### src/core/ptu_pkg.sv
// Constants for the three-channel pulse timer unit clock and clear block.
// Assumes a 32-bit classic Wishbone slave port with byte addresses.
package ptu_pkg;
    // Register byte offsets
    localparam logic [7:0] OFS_CTRL0 = 8'h00;
    localparam logic [7:0] OFS_CTRL1 = 8'h04;
    localparam logic [7:0] OFS_CTRL2 = 8'h08;
    localparam logic [7:0] OFS_RUN = 8'h0C;
    localparam logic [7:0] OFS_SYNC = 8'h10;
    localparam logic [7:0] OFS_MODE = 8'h14;
    localparam logic [7:0] OFS_IOFC = 8'h20;
    localparam logic [7:0] OFS_CNT = 8'h30;
    localparam logic [7:0] OFS_GEN = 8'h40;
    // Control register fields
    localparam int CLR_HI = 7;
    localparam int CLR_LO = 5;
    localparam int EDGE_HI = 4;
    localparam int EDGE_LO = 3;
    localparam int SEL_HI = 2;
    localparam int SEL_LO = 0;
    localparam logic [7:0] CTRL_RST = 8'h00;
    localparam logic [15:0] CNT_RST = 16'h0000;
    // Clear source codes
    localparam logic [2:0] CLR_GA = 3'b001;
    localparam logic [2:0] CLR_GB = 3'b010;
    localparam logic [2:0] CLR_SYNC = 3'b011;
    localparam logic [2:0] CLR_GC = 3'b101;
    localparam logic [2:0] CLR_GD = 3'b110;
    // Prescaler taps: bit k is a square wave of period 2^(k+1)
    localparam int TAP_DIV4 = 1;
    localparam int TAP_DIV16 = 3;
    localparam int TAP_DIV64 = 5;
    localparam int TAP_DIV256 = 7;
    localparam int TAP_DIV1024 = 9;
    localparam int PRE_W = 10;
endpackage : ptu_pkg

### src/core/ptu_clock_clear.sv
// Clock select, edge select and counter clear for three timer channels.
// Assumes pins are asynchronous to clk and a classic Wishbone master.
//
// Contract
// - Four external clocks; A,B are channel-1 quadrature
// - External C,D are channel-2 quadrature inputs
// - Channel pins capture input or compare output
// - Channel 0 four pins; channels 1,2 two
// - Channel 0 two pin controls; others one
// - One shared run and sync register
// - Bits 7:5 select clear source, reset zero
// - Edge 00 rising, 01 falling, 1X both
// - Both edges count every clock transition
// - Quadrature mode overrides edge field
// - Edge field ignored for undivided clock
// - Edge field ignored for cascaded overflow
// - Bits 2:0 select clock, per channel
// - Clear codes: A, B, sync; C, D
// - Channels 1,2 clear bit 7 reads zero
// - Channel 0 clocks: /1,/4,/16,/64, ext A-D
// - Ch1 110 /256, 111 banned; ch2 C,/1024
`timescale 1ns/1ps
module ptu_clock_clear (
    // Clock, enable and reset
    input wire logic clk,
    input wire logic ce,
    input wire logic arst_n,
    // Wishbone slave
    input wire logic wb_cyc_i,
    input wire logic wb_stb_i,
    input wire logic wb_we_i,
    input wire logic [7:0] wb_adr_i,
    input wire logic [3:0] wb_sel_i,
    input wire logic [31:0] wb_dat_i,
    output logic [31:0] wb_dat_o,
    output logic wb_ack_o,
    // External clock pins a..d
    input wire logic [3:0] ext_clock_in,
    // Channel pins: 0..3 ch0 a..d, 4,5 ch1 a,b, 6,7 ch2 a,b
    input wire logic [7:0] io_pin_i,
    output logic [7:0] io_pin_o,
    output logic [7:0] io_pin_oe
);
    // Reset release chain
    logic [1:0] rst_sync_reg;
    logic rst_n;
    // Registers seen by software, and pout_reg, which software cannot read
    logic [7:0] ctrl_reg [3];
    logic [2:0] run_reg;
    logic [2:0] sync_reg;
    logic [1:0] mode_reg;
    logic [7:0] iofc_reg [4];
    logic [15:0] gen_reg [8];
    logic [15:0] cnt_reg [3];
    logic [7:0] pout_reg;
    // Prescaler width, declared ahead of the registers that use it
    localparam int PTU_W = ptu_pkg::PRE_W;
    // Pin synchronisers, third stage for edge detect
    logic [11:0] meta_reg, sync_q_reg, prev_reg;
    logic [PTU_W-1:0] pre_reg, pre_prev_reg;
    // Per-pin and per-channel events
    logic [7:0] pin_ev;
    logic [2:0] tick, clr_own, clr_fire;
    logic [2:0] dir_up;
    // Bus decode
    logic req, wr;
    logic ack_reg;
    logic [31:0] rd_next;
    logic [31:0] rd_reg;

    // Reset is released through two flops so all state leaves reset together
    always_ff @(posedge clk or negedge arst_n)
    begin
        if (!arst_n)
            rst_sync_reg <= 2'b00;
        else
            rst_sync_reg <= {rst_sync_reg[0], 1'b1};
    end
    assign rst_n = rst_sync_reg[1];

    // Two-flop synchronisers; only prev_reg and sync_q_reg feed logic
    // pins synchronised
    always_ff @(posedge clk or negedge rst_n)
    begin
        if (!rst_n)
        begin
            meta_reg <= 12'h000;
            sync_q_reg <= 12'h000;
            prev_reg <= 12'h000;
        end
        else if (ce)
        begin
            meta_reg <= {io_pin_i, ext_clock_in};
            sync_q_reg <= meta_reg;
            prev_reg <= sync_q_reg;
        end
    end

    // Free-running prescaler shared by all channels
    always_ff @(posedge clk or negedge rst_n)
    begin
        if (!rst_n)
        begin
            pre_reg <= '0;
            pre_prev_reg <= '0;
        end
        else if (ce)
        begin
            pre_reg <= pre_reg + 1'b1;
            pre_prev_reg <= pre_reg;
        end
    end

    // Source of a channel: {enable, edge applies, level}
    // per-channel clock select
    function automatic logic [2:0] pick(input int ch, input logic [2:0] s,
        input logic [PTU_W-1:0] p, input logic [3:0] e);
        logic [2:0] r;
        r = 3'b000;
        unique case (s)
            3'b000: r = 3'b100;
            3'b001: r = {2'b11, p[ptu_pkg::TAP_DIV4]};
            3'b010: r = {2'b11, p[ptu_pkg::TAP_DIV16]};
            3'b011: r = {2'b11, p[ptu_pkg::TAP_DIV64]};
            3'b100: r = {2'b11, e[0]};
            3'b101: r = {2'b11, e[1]};
            // codes 110 and 111 differ per channel
            3'b110:
                r = (ch == 1) ? {2'b11, p[ptu_pkg::TAP_DIV256]} : {2'b11, e[2]};
            3'b111:
                r = (ch == 0) ? {2'b11, e[3]} :
                    (ch == 2) ? {2'b11, p[ptu_pkg::TAP_DIV1024]} : 3'b000;
        endcase
        return r;
    endfunction

    // Edge qualifier on a sampled level
    // edge field decode
    function automatic logic edge_ok(input logic [1:0] f, input logic was,
        input logic now);
        if (f[1])
            return was ^ now;
        else if (f[0])
            return was & ~now;
        else
            return ~was & now;
    endfunction

    // Channel tick and direction
    generate
        for (genvar c = 0; c < 3; c++)
        begin : g_tick
            logic [2:0] cur, old;
            logic qa, qb, qa_p, qb_p, quad;
            assign cur = pick(c, ctrl_reg[c][ptu_pkg::SEL_HI:ptu_pkg::SEL_LO],
                pre_reg, sync_q_reg[3:0]);
            assign old = pick(c, ctrl_reg[c][ptu_pkg::SEL_HI:ptu_pkg::SEL_LO],
                pre_prev_reg, prev_reg[3:0]);
            // quadrature pins: ch1 uses A,B and ch2 uses C,D
            if (c == 0)
            begin : g_noq
                assign {qa, qb, qa_p, qb_p, quad} = 5'b00000;
            end
            else
            begin : g_q
                assign qa = sync_q_reg[2*c-2];
                assign qb = sync_q_reg[2*c-1];
                assign qa_p = prev_reg[2*c-2];
                assign qb_p = prev_reg[2*c-1];
                assign quad = mode_reg[c-1];
            end
            // No select code routes another channel's overflow here, so a
            // cascaded count never reaches edge_ok
            // cascade bypasses edge field
            always_comb
            begin
                dir_up[c] = 1'b1;
                if (!run_reg[c])
                    tick[c] = 1'b0;
                else if (quad)
                begin
                    tick[c] = (qa ^ qa_p) | (qb ^ qb_p);
                    dir_up[c] = qa ^ qb_p;
                end
                else if (!cur[2])
                    tick[c] = 1'b0;
                else if (!cur[1])
                    tick[c] = 1'b1;
                else
                    tick[c] = edge_ok(ctrl_reg[c][ptu_pkg::EDGE_HI:ptu_pkg::EDGE_LO],
                        old[0], cur[0]);
            end
        end
    endgenerate

    // Pin index to owning channel counter
    function automatic int pin_ch(input int i);
        return (i < 4) ? 0 : (i < 6) ? 1 : 2;
    endfunction

    // Per-pin capture or compare, driven from the io control nibble:
    // bit3 capture mode, bits1:0 output action 01 low, 10 high, 11 toggle
    // bidirectional channel pins
    // ch0 owns two io control registers
    generate
        for (genvar i = 0; i < 8; i++)
        begin : g_pin
            logic [3:0] nib;
            logic cap, cmp;
            assign nib = (i % 2 == 1) ? iofc_reg[i/2][7:4] : iofc_reg[i/2][3:0];
            assign cap = nib[3] & sync_q_reg[4+i] & ~prev_reg[4+i];
            assign cmp = ~nib[3] & (cnt_reg[pin_ch(i)] == gen_reg[i]);
            assign pin_ev[i] = cap | cmp;
            assign io_pin_oe[i] = ~nib[3] & (nib[1:0] != 2'b00);
            assign io_pin_o[i] = pout_reg[i];
            // Capture latches the counter, software write otherwise
            always_ff @(posedge clk or negedge rst_n)
            begin
                if (!rst_n)
                    gen_reg[i] <= ptu_pkg::CNT_RST;
                else if (ce && cap)
                    gen_reg[i] <= cnt_reg[pin_ch(i)];
                else if (ce && wr && wb_adr_i == ptu_pkg::OFS_GEN + 8'(4*i))
                begin
                    if (wb_sel_i[0])
                        gen_reg[i][7:0] <= wb_dat_i[7:0];
                    if (wb_sel_i[1])
                        gen_reg[i][15:8] <= wb_dat_i[15:8];
                end
            end
            // Output level on compare match
            always_ff @(posedge clk or negedge rst_n)
            begin
                if (!rst_n)
                    pout_reg[i] <= 1'b0;
                else if (ce && cmp && !nib[3])
                    pout_reg[i] <= nib[1] & (nib[0] ? ~pout_reg[i] : 1'b1);
            end
        end
    endgenerate

    // Clear source per channel
    // clear code decode
    generate
        for (genvar c = 0; c < 3; c++)
        begin : g_clr
            logic [2:0] code;
            assign code = ctrl_reg[c][ptu_pkg::CLR_HI:ptu_pkg::CLR_LO];
            localparam int PA = (c == 0) ? 0 : 2 * c + 2;
            always_comb
            begin
                unique case (code)
                    ptu_pkg::CLR_GA: clr_own[c] = pin_ev[PA];
                    ptu_pkg::CLR_GB: clr_own[c] = pin_ev[PA+1];
                    ptu_pkg::CLR_GC: clr_own[c] = (c == 0) & pin_ev[2];
                    ptu_pkg::CLR_GD: clr_own[c] = (c == 0) & pin_ev[3];
                    default: clr_own[c] = 1'b0;
                endcase
            end
            // Synchronous clear follows any other synced channel's own clear
            assign clr_fire[c] = clr_own[c] | ((code == ptu_pkg::CLR_SYNC) &
                sync_reg[c] & |(clr_own & sync_reg & ~(3'b001 << c)));
            // Counter: clear beats tick, software write beats both
            always_ff @(posedge clk or negedge rst_n)
            begin
                if (!rst_n)
                    cnt_reg[c] <= ptu_pkg::CNT_RST;
                else if (ce && wr && wb_adr_i == ptu_pkg::OFS_CNT + 8'(4*c))
                begin
                    if (wb_sel_i[0])
                        cnt_reg[c][7:0] <= wb_dat_i[7:0];
                    if (wb_sel_i[1])
                        cnt_reg[c][15:8] <= wb_dat_i[15:8];
                end
                else if (ce && clr_fire[c])
                    cnt_reg[c] <= ptu_pkg::CNT_RST;
                else if (ce && tick[c])
                    cnt_reg[c] <= dir_up[c] ? cnt_reg[c] + 1'b1 : cnt_reg[c] - 1'b1;
            end
            // Control registers; changes while running take effect at once
            // software halts before changing control
            // ch1/ch2 bit 7 forced to zero
            always_ff @(posedge clk or negedge rst_n)
            begin
                if (!rst_n)
                    ctrl_reg[c] <= ptu_pkg::CTRL_RST;
                else if (ce && wr && wb_sel_i[0] &&
                    wb_adr_i == ptu_pkg::OFS_CTRL0 + 8'(4*c))
                    ctrl_reg[c] <= {wb_dat_i[7] & (c == 0), wb_dat_i[6:0]};
            end
        end
    endgenerate

    // Bus request qualified once; ack drops the cycle after it is given
    assign req = wb_cyc_i & wb_stb_i & ~ack_reg;
    assign wr = req & wb_we_i;

    // Shared run, sync and mode registers, plus pin control
    // single shared run and sync
    always_ff @(posedge clk or negedge rst_n)
    begin
        if (!rst_n)
        begin
            run_reg <= 3'b000;
            sync_reg <= 3'b000;
            mode_reg <= 2'b00;
            for (int k = 0; k < 4; k++)
                iofc_reg[k] <= 8'h00;
        end
        else if (ce && wr && wb_sel_i[0])
        begin
            if (wb_adr_i == ptu_pkg::OFS_RUN)
                run_reg <= wb_dat_i[2:0];
            if (wb_adr_i == ptu_pkg::OFS_SYNC)
                sync_reg <= wb_dat_i[2:0];
            if (wb_adr_i == ptu_pkg::OFS_MODE)
                mode_reg <= wb_dat_i[1:0];
            for (int k = 0; k < 4; k++)
                if (wb_adr_i == ptu_pkg::OFS_IOFC + 8'(4*k))
                    iofc_reg[k] <= wb_dat_i[7:0];
        end
    end

    // Read mux; unmapped addresses read zero but still ack
    always_comb
    begin
        rd_next = 32'h0000_0000;
        for (int k = 0; k < 3; k++)
        begin
            if (wb_adr_i == ptu_pkg::OFS_CTRL0 + 8'(4*k))
                rd_next = {24'h00_0000, ctrl_reg[k]};
            if (wb_adr_i == ptu_pkg::OFS_CNT + 8'(4*k))
                rd_next = {16'h0000, cnt_reg[k]};
        end
        for (int k = 0; k < 4; k++)
            if (wb_adr_i == ptu_pkg::OFS_IOFC + 8'(4*k))
                rd_next = {24'h00_0000, iofc_reg[k]};
        for (int k = 0; k < 8; k++)
            if (wb_adr_i == ptu_pkg::OFS_GEN + 8'(4*k))
                rd_next = {16'h0000, gen_reg[k]};
        if (wb_adr_i == ptu_pkg::OFS_RUN)
            rd_next = {29'h0000_0000, run_reg};
        if (wb_adr_i == ptu_pkg::OFS_SYNC)
            rd_next = {29'h0000_0000, sync_reg};
        if (wb_adr_i == ptu_pkg::OFS_MODE)
            rd_next = {30'h0000_0000, mode_reg};
    end

    // Ack and read data one cycle after the request
    always_ff @(posedge clk or negedge rst_n)
    begin
        if (!rst_n)
        begin
            ack_reg <= 1'b0;
            rd_reg <= 32'h0000_0000;
        end
        else if (ce)
        begin
            ack_reg <= req;
            if (req)
                rd_reg <= rd_next;
        end
    end
    assign wb_ack_o = ack_reg;
    assign wb_dat_o = rd_reg;
endmodule : ptu_clock_clear

### config.mk
export PLATFORM = sky130hd
export DESIGN_NAME = ptu_clock_clear
export DESIGN_NICKNAME = d
export VERILOG_FILES = /design/src/core/ptu_pkg.sv /design/src/core/ptu_clock_clear.sv
export SDC_FILE = /design/constraint.sdc
export NUM_CORES = 1
export LEC_CHECK = 0
export ABC_AREA = 1
export ABC_CLOCK_PERIOD_IN_PS = 21900
export BUFFER_PORTS_ARGS = -buffer_cell sky130_fd_sc_hd__buf_2
export CAP_MARGIN = 20
export CORE_MARGIN = 10
export CORE_UTILIZATION = 60
export DETAILED_ROUTE_END_ITERATION = 8
export GPL_ROUTABILITY_DRIVEN = 1
export PLACE_DENSITY = 0.79
export SYNTH_ARGS = -nofsm -noshare
export SYNTH_HDL_FRONTEND = slang
export SYNTH_SLANG_ARGS = --single-unit
### constraint.sdc
create_clock -name clk -period 21.9 [get_ports clk]
set_input_delay 3.285 -clock clk [delete_from_list [all_inputs] [get_ports clk]]
set_output_delay 3.285 -clock clk [all_outputs]
set_load 0.01 [all_outputs]
==> results_dict.tcl, run 1 <==
set metrics [dict create \
    tritoncts "yes" \
    path_cells "buf_2 -> inv_1 -> nand2_1 -> nor2_1 -> nand2_1 -> clkinv_1 -> a21oi_1 -> nand3_1 -> nand2_1 -> nand3_1 -> nor2_1 -> nand3_1 -> nand2_1 -> nand4_1 -> nor2_1 -> nand4_1 -> nand2_1 -> nand2_1" \
    largest_reg_flops 128 \
    multiInputGateArea_sq_mm 0.0104 \
    timing.rr.start "prev_reg[1]$_DFFE_PN0P_" \
    p_leak_nw 10.3 \
    setup_viol 0 \
    layout.area.seq_sq_mm 0.00791 \
    synthDistinctLibCells 54 \
    slowest_stage "clkinv_1" \
    ir_worst_vdd_mv 0.0575 \
    grt_setup_unrepaired "false" \
    numCtsBuffers 37 \
    required_ns 22.31 \
    post_cts_buffers 0 \
    htree_num_levels 2 \
    drt_first_iter_violations 2501 \
    avgViaCountPerCell 6.20 \
    yosysSeqAreaShare_pct 39.5 \
    grtUsageTotal_pct 34.4 \
    power.internal_mw 1.00 \
    p_per_area_mw_per_mm2 63.0 \
    maxSlewViolCount 0 \
    layout_worst_path_cycle_share_pct 28.3 \
    min_delay_path_depth 0 \
    pwr-share-comb_pct 7.9 \
    clockBufferDepth 3 \
    dpl_cell_area_sq_mm 0.0205 \
    crit_top_cell "nand2_1" \
    min_to "rst_sync_reg[1]$_DFF_PN0_" \
    sw_frac_of_total_pct 26.6 \
    antennaDiodeCount 0 \
    skew_ns 0.0121 \
    avgSynthCellArea_sq_um 7.26 \
    coreArea_sq_mm 0.0327 \
    synth.cell_area_sq_mm 0.0200 \
    start_kind "input pin" \
    p_switching_mw 0.364 \
    grt_max_degree 80 \
    routedWlPerCell_um 22.3 \
    ant_nets 0 \
    ff2ff_setup_slack_ns 18.33 \
    clkPwrFrac_pct 44.9 \
    grt_pass1_wl_um 111000 \
    fmax_ghz 0.161 \
    critPathArrivalTime_ns 6.61 \
    critPathMaxFanout 15 \
    critPathMaxStageDelay_ns 0.60 \
    routabilityCongestion 0.998 \
    initial_utilization_pct 61.1 \
    synthDominantCellAreaShare_pct 39.5 \
    synth-edff-count 0 \
    synth_most_common_cell "nand2_1" \
    post_cts_resized 0 \
    synth_common_cells "nand2_1, dfrtp_1, inv_1" \
    crit_cells 18 \
    vias 20100 \
    remaining_drc_errors 0 \
    routed_wirelength_um 72400 \
    design_area_sq_mm 0.0217 \
    synth_area_leaders "dfrtp_1, nand2_1, o21ai_0" \
    die-area_sq_mm 0.0410 \
    tightestPinTransition_ns 1.04 \
    io_buffers 76 \
    ys_ff_latch 316 \
    die_y_um 203 \
    grt-ovfl-total 0 \
    syn_to_final_growth_pct 8.62 \
    path_clk_slew_ns 0.06 \
    r2r-end "cnt_reg[29]$_DFFE_PN0P_" \
    synthArstFlopShare_pct 100 \
    min_period_ns 6.20 \
    yosys_warnings 0 \
    finalHoldViolations 0 \
    status "finished clean" \
    fillers 2929 \
    yosysTopAreaCell "dfrtp_1" \
    top_level_ports 111 \
    cts_hold_buf 0 \
    rows 66 \
    worst-setup-path-type "in -> reg" \
    cp_top_family "simple AND/OR/NAND/NOR gates" \
    antenna_found_initial 1 \
    clk_latency_ns 0.53 \
    drive_above_1_share_pct 7.60 \
    nets 2885 \
    crit_path_end_kind "register" \
    max-cap-violations 0 \
    netlist_instances 2756 \
    min_from "rst_sync_reg[0]$_DFF_PN0_" \
    ys.flop_type "dfrtp_1" \
    tns_ns 0 \
    dr.pass1.iters 6 \
    ctsRootBufferMaster "clkbuf_16" \
    total_power_mw 1.37 \
    dieWidth_um 203 \
    max_slew_margin_pct 30.1 \
    clock-sinks 316 \
    crit_buf_inv 3 \
    p_seq_share_pct 47.1 \
    place_hpwl_um 54300 \
    grt_pass1_vias 18700 \
    worst_r2r_path_depth 19 \
    hold_class "reg -> reg" \
]
## kinds of logic after synthesis
group	count (synthesis)	share of synthesized area [%]
other	2	0.0376
AOI/OAI and AO/OA	552	16.5
adders and majority gates	44	2.83
buffers and inverters	419	8.68
DFF	316	39.5
and+or+nand+nor	1328	28.2
xor gates and xnor gates	95	4.16
## layer usage
layer	track usage [%]	routed length [um]	part of all wire (%)	vias to the layer above
met2	53.4	32500	45	1148
met4	18.4	4240	5.9	2
met1	45.5	29100	40	9515
met5	0	9	0.012	-
met3	5.54	6580	9.1	244
li1	-	-	-	9194
## cell usage in the layout, fill, tap and decap left out, types with 9 or more instances in the layout
cell       synthesis  final
inv_2             14     14
buf_4             20     22
conb_1             2     17
nor2_1           219    219
xor2_1            47     47
nand4_1           53     53
a21oi_1          112    112
nand3b_1          18     18
buf_2             16     76
o2111ai_1         15     15
o211ai_1          65     65
nand2_1          817    817
nor4_1            18     18
ha_1              42     42
o21ai_0          218    218
xnor2_1           48     48
o221ai_1          21     21
dfrtp_1          316    315
a31oi_1           10     10
nor3_1            37     37
clkbuf_16          0     39
a221oi_1          23     23
inv_1            265    265
o22ai_1           55     55
nand3_1          127    127
or2_2              9      9
## worst max-delay path by stage
stage | end | slack [ns] | startpoint
3_5_place_dp | wb_dat_o[1]$_DFFE_PN0P_ | 15.35 | wb_adr_i[0]
3_3_place_gp | wb_dat_o[6]$_DFFE_PN0P_ | 15.41 | wb_adr_i[0]
2_1_floorplan | cnt_reg[0]$_DFFE_PN0P_ | 12.44 | rst_sync_reg[1]$_DFF_PN0_
6_report | wb_dat_o[1]$_DFFE_PN0P_ | 15.70 | wb_adr_i[0]
4_1_cts | wb_dat_o[1]$_DFFE_PN0P_ | 15.88 | wb_adr_i[0]
5_1_grt | wb_dat_o[1]$_DFFE_PN0P_ | 15.55 | wb_adr_i[0]
## worst reg2reg max path: cells and delay by family, from the launching register on
| kind | cells | cell delay (ns) |
|---|---|---|
| AO/OA/AOI/OAI | 7 | 1.65 |
| flip-flops | 1 | 0.42 |
| buffers and inverters | 2 | 0.35 |
| AND/OR/NAND/NOR | 9 | 0.62 |
| adder cells (fa/ha/maj) | 1 | 0.41 |
## per-stage QoR
step / worst slack (ns) / hold WS, ns / std cells / utilization, %
finish: 15.70 / 0.382 / 3243 / 66.4
global route: 15.55 / 0.380 / 3243 / 66.4
CTS: 15.88 / 0.374 / 3242 / 66.3
detailed placement: 15.35 / 0.361 / 3181 / 62.7
global placement: 15.41 / 0.335 / 3181 / 62.7
floorplan: 12.44 / 0.331 / 2771 / -
## power by group through the flow
stage | Sequential (mW) | Clock, mW | Combinational [mW]
CTS | 0.644 | 0.615 | 0.107
global route | 0.649 | 0.639 | 0.120
detailed placement | 0.654 | 0 | 0.106
floorplan | 0.651 | 0 | 0.0658
global placement | 0.653 | 0 | 0.102
finish | 0.645 | 0.615 | 0.109
## cell type report
cell class	instances	area share (%)
tap	442	2.55
inverter	289	5.05
multi-input combinational	2036	47.9
sequential	316	36.4
clock inverter	9	0.374
clock buffer	52	5.04
timing repair buffer	99	2.64
No activity file was read; power rests on OpenSTA's default activity.
==> inputs of run 2 (changes only) <==
Settings changed: ABC_CLOCK_PERIOD_IN_PS 21900 to 5700, CORE_UTILIZATION 60 to 56, PLACE_DENSITY 0.79 to 0.77.
Clock period 21.9 ns to 5.7 ns, I/O delays scaled along.
==> results_dict.tcl, run 2 (synthesis results as in run 1) <==
set metrics [dict create \
    status "finished clean" \
    htree_num_levels 2 \
    post_cts_resized 0 \
    grt-ovfl-total 0 \
    design_area_sq_mm 0.0218 \
    nets 2883 \
    total_power_mw 5.29 \
    dr.pass1.iters 6 \
    grt_setup_unrepaired "false" \
    place_hpwl_um 52100 \
    p_leak_nw 10.3 \
    critPathMaxFanout 15 \
    top_level_ports 111 \
    syn_to_final_growth_pct 8.86 \
    die-area_sq_mm 0.0437 \
    cp_top_family "simple AND/OR/NAND/NOR gates" \
    maxSlewViolCount 0 \
    io_buffers 76 \
    cts_hold_buf 0 \
    skew_ns 0.0135 \
    hold_class "in -> async" \
    setup_viol 0 \
    largest_reg_flops 128 \
    avgViaCountPerCell 6.02 \
    clock-sinks 316 \
    required_ns 6.20 \
    ant_nets 0 \
    remaining_drc_errors 0 \
    ctsRootBufferMaster "clkbuf_16" \
    layout_worst_path_cycle_share_pct 62.4 \
    ir_worst_vdd_mv 0.287 \
    grt_pass1_vias 18500 \
    max-cap-violations 0 \
    p_per_area_mw_per_mm2 243 \
    clockBufferDepth 3 \
    coreArea_sq_mm 0.0354 \
    vias 19600 \
    finalHoldViolations 0 \
    post_cts_buffers 0 \
    tritoncts "yes" \
    path_cells "buf_2 -> inv_1 -> nand2_1 -> nor2_1 -> nand2_1 -> clkinv_1 -> a221oi_1 -> o21ai_0 -> nand3_1 -> nand2_1 -> nand4_1 -> nand2_1 -> nand3_1 -> nand2_1 -> nand2_1 -> nand2_1 -> nand2_1" \
    slowest_stage "clkinv_1" \
    antenna_found_initial 1 \
    place_ws_ns 1.73 \
    fin_ws_ns 2.14 \
    routabilityCongestion 1.03 \
    die_y_um 209 \
    tns_ns 0 \
    crit_path_end_kind "register" \
    dpl_cell_area_sq_mm 0.0205 \
    dieWidth_um 209 \
    critPathMaxStageDelay_ns 0.65 \
    initial_utilization_pct 56.5 \
    rows 69 \
    drive_above_1_share_pct 7.60 \
    critPathArrivalTime_ns 4.06 \
    final_cell_mix "nand2_1, dfrtp_1, inv_1, nor2_1, o21ai_0" \
    final_common_cell "nand2_1" \
    routedWlPerCell_um 21.2 \
    grt_pass1_wl_um 107000 \
    grt_max_degree 126 \
    drt_first_iter_violations 2270 \
    tightestPinTransition_ns 0.991 \
    crit_top_cell "nand2_1" \
    start_kind "input pin" \
    antennaDiodeCount 0 \
    max_slew_margin_pct 33.4 \
    fmax_ghz 0.281 \
    path_clk_slew_ns 0.06 \
    clk_latency_ns 0.56 \
    numCtsBuffers 38 \
    crit_buf_inv 3 \
    min_period_ns 3.56 \
    worst-setup-path-type "in -> reg" \
    routed_wirelength_um 69300 \
    grtUsageTotal_pct 31.0 \
]
[run 2: changes by cell type in the layout (fill, tap and decap cells not counted)]
| cell | previous run | this run |
|---|---|---|
| buf_4 | 22 | 18 |
| clkbuf_8 | 7 | 10 |
| clkinvlp_4 | 3 | 0 |
| buf_12 | 0 | 2 |
| clkinv_2 | 4 | 6 |
| buf_16 | 1 | 0 |
| clkbuf_1 | 6 | 7 |
| clkinv_4 | 1 | 2 |
[run 2: path summary, 6_finish.rpt]
check	start	to	slack, ns	depth (start not counted)
worst min-delay path	arst_n	rst_sync_reg[0]$_DFF_PN0_	0.08	1
worst min register to register	rst_sync_reg[0]$_DFF_PN0_	rst_sync_reg[1]$_DFF_PN0_	0.35	0
max in group asynchronous	rst_sync_reg[1]$_DFF_PN0_	pre_reg[8]$_DFFE_PN0P_	4.02	1
min in group clk	rst_sync_reg[0]$_DFF_PN0_	rst_sync_reg[1]$_DFF_PN0_	0.35	0
worst max-delay path	wb_adr_i[0]	wb_dat_o[6]$_DFFE_PN0P_	2.14	17
worst max register to register	prev_reg[1]$_DFFE_PN0P_	cnt_reg[27]$_DFFE_PN0P_	2.31	17
[run 2: per-layer routing]
layer / routed length, um / vias to the layer above / track usage, % / part of all wire, %
met5: 0 / - / 0 / 0
met4: 2890 / 0 / 12.1 / 4.2
met3: 5820 / 199 / 5.71 / 8.4
met2: 31500 / 924 / 49.2 / 45
met1: 29100 / 9335 / 41.2 / 42
li1: - / 9188 / - / -
[run 2: final cells by class]
class,count,area (sq um)
Fill cell,3318,13600
Multi-Input combinational cell,2036,10400
Sequential cell,316,7910
Clock buffer,56,1140
Inverter,289,1100
Tap cell,461,577
Timing Repair Buffer,96,556
Clock inverter,9,77.6
[run 2: through the flow]
step	hold slack [ns]	cells	util, %
final	0.0777	3263	61.5
after global routing	0.0592	3263	61.5
after CTS	0.0574	3263	61.5
after detailed placement	0.338	3198	58.1
after global placement	0.336	3198	58.1
after floorplan	0.331	2771	-
[run 2: report_power, final]
| part | switching, mW | internal [mW] |
|---|---|---|
| sequential | 0.121 | 2.36 |
| combinational | 0.278 | 0.125 |
| clock | 0.985 | 1.42 |
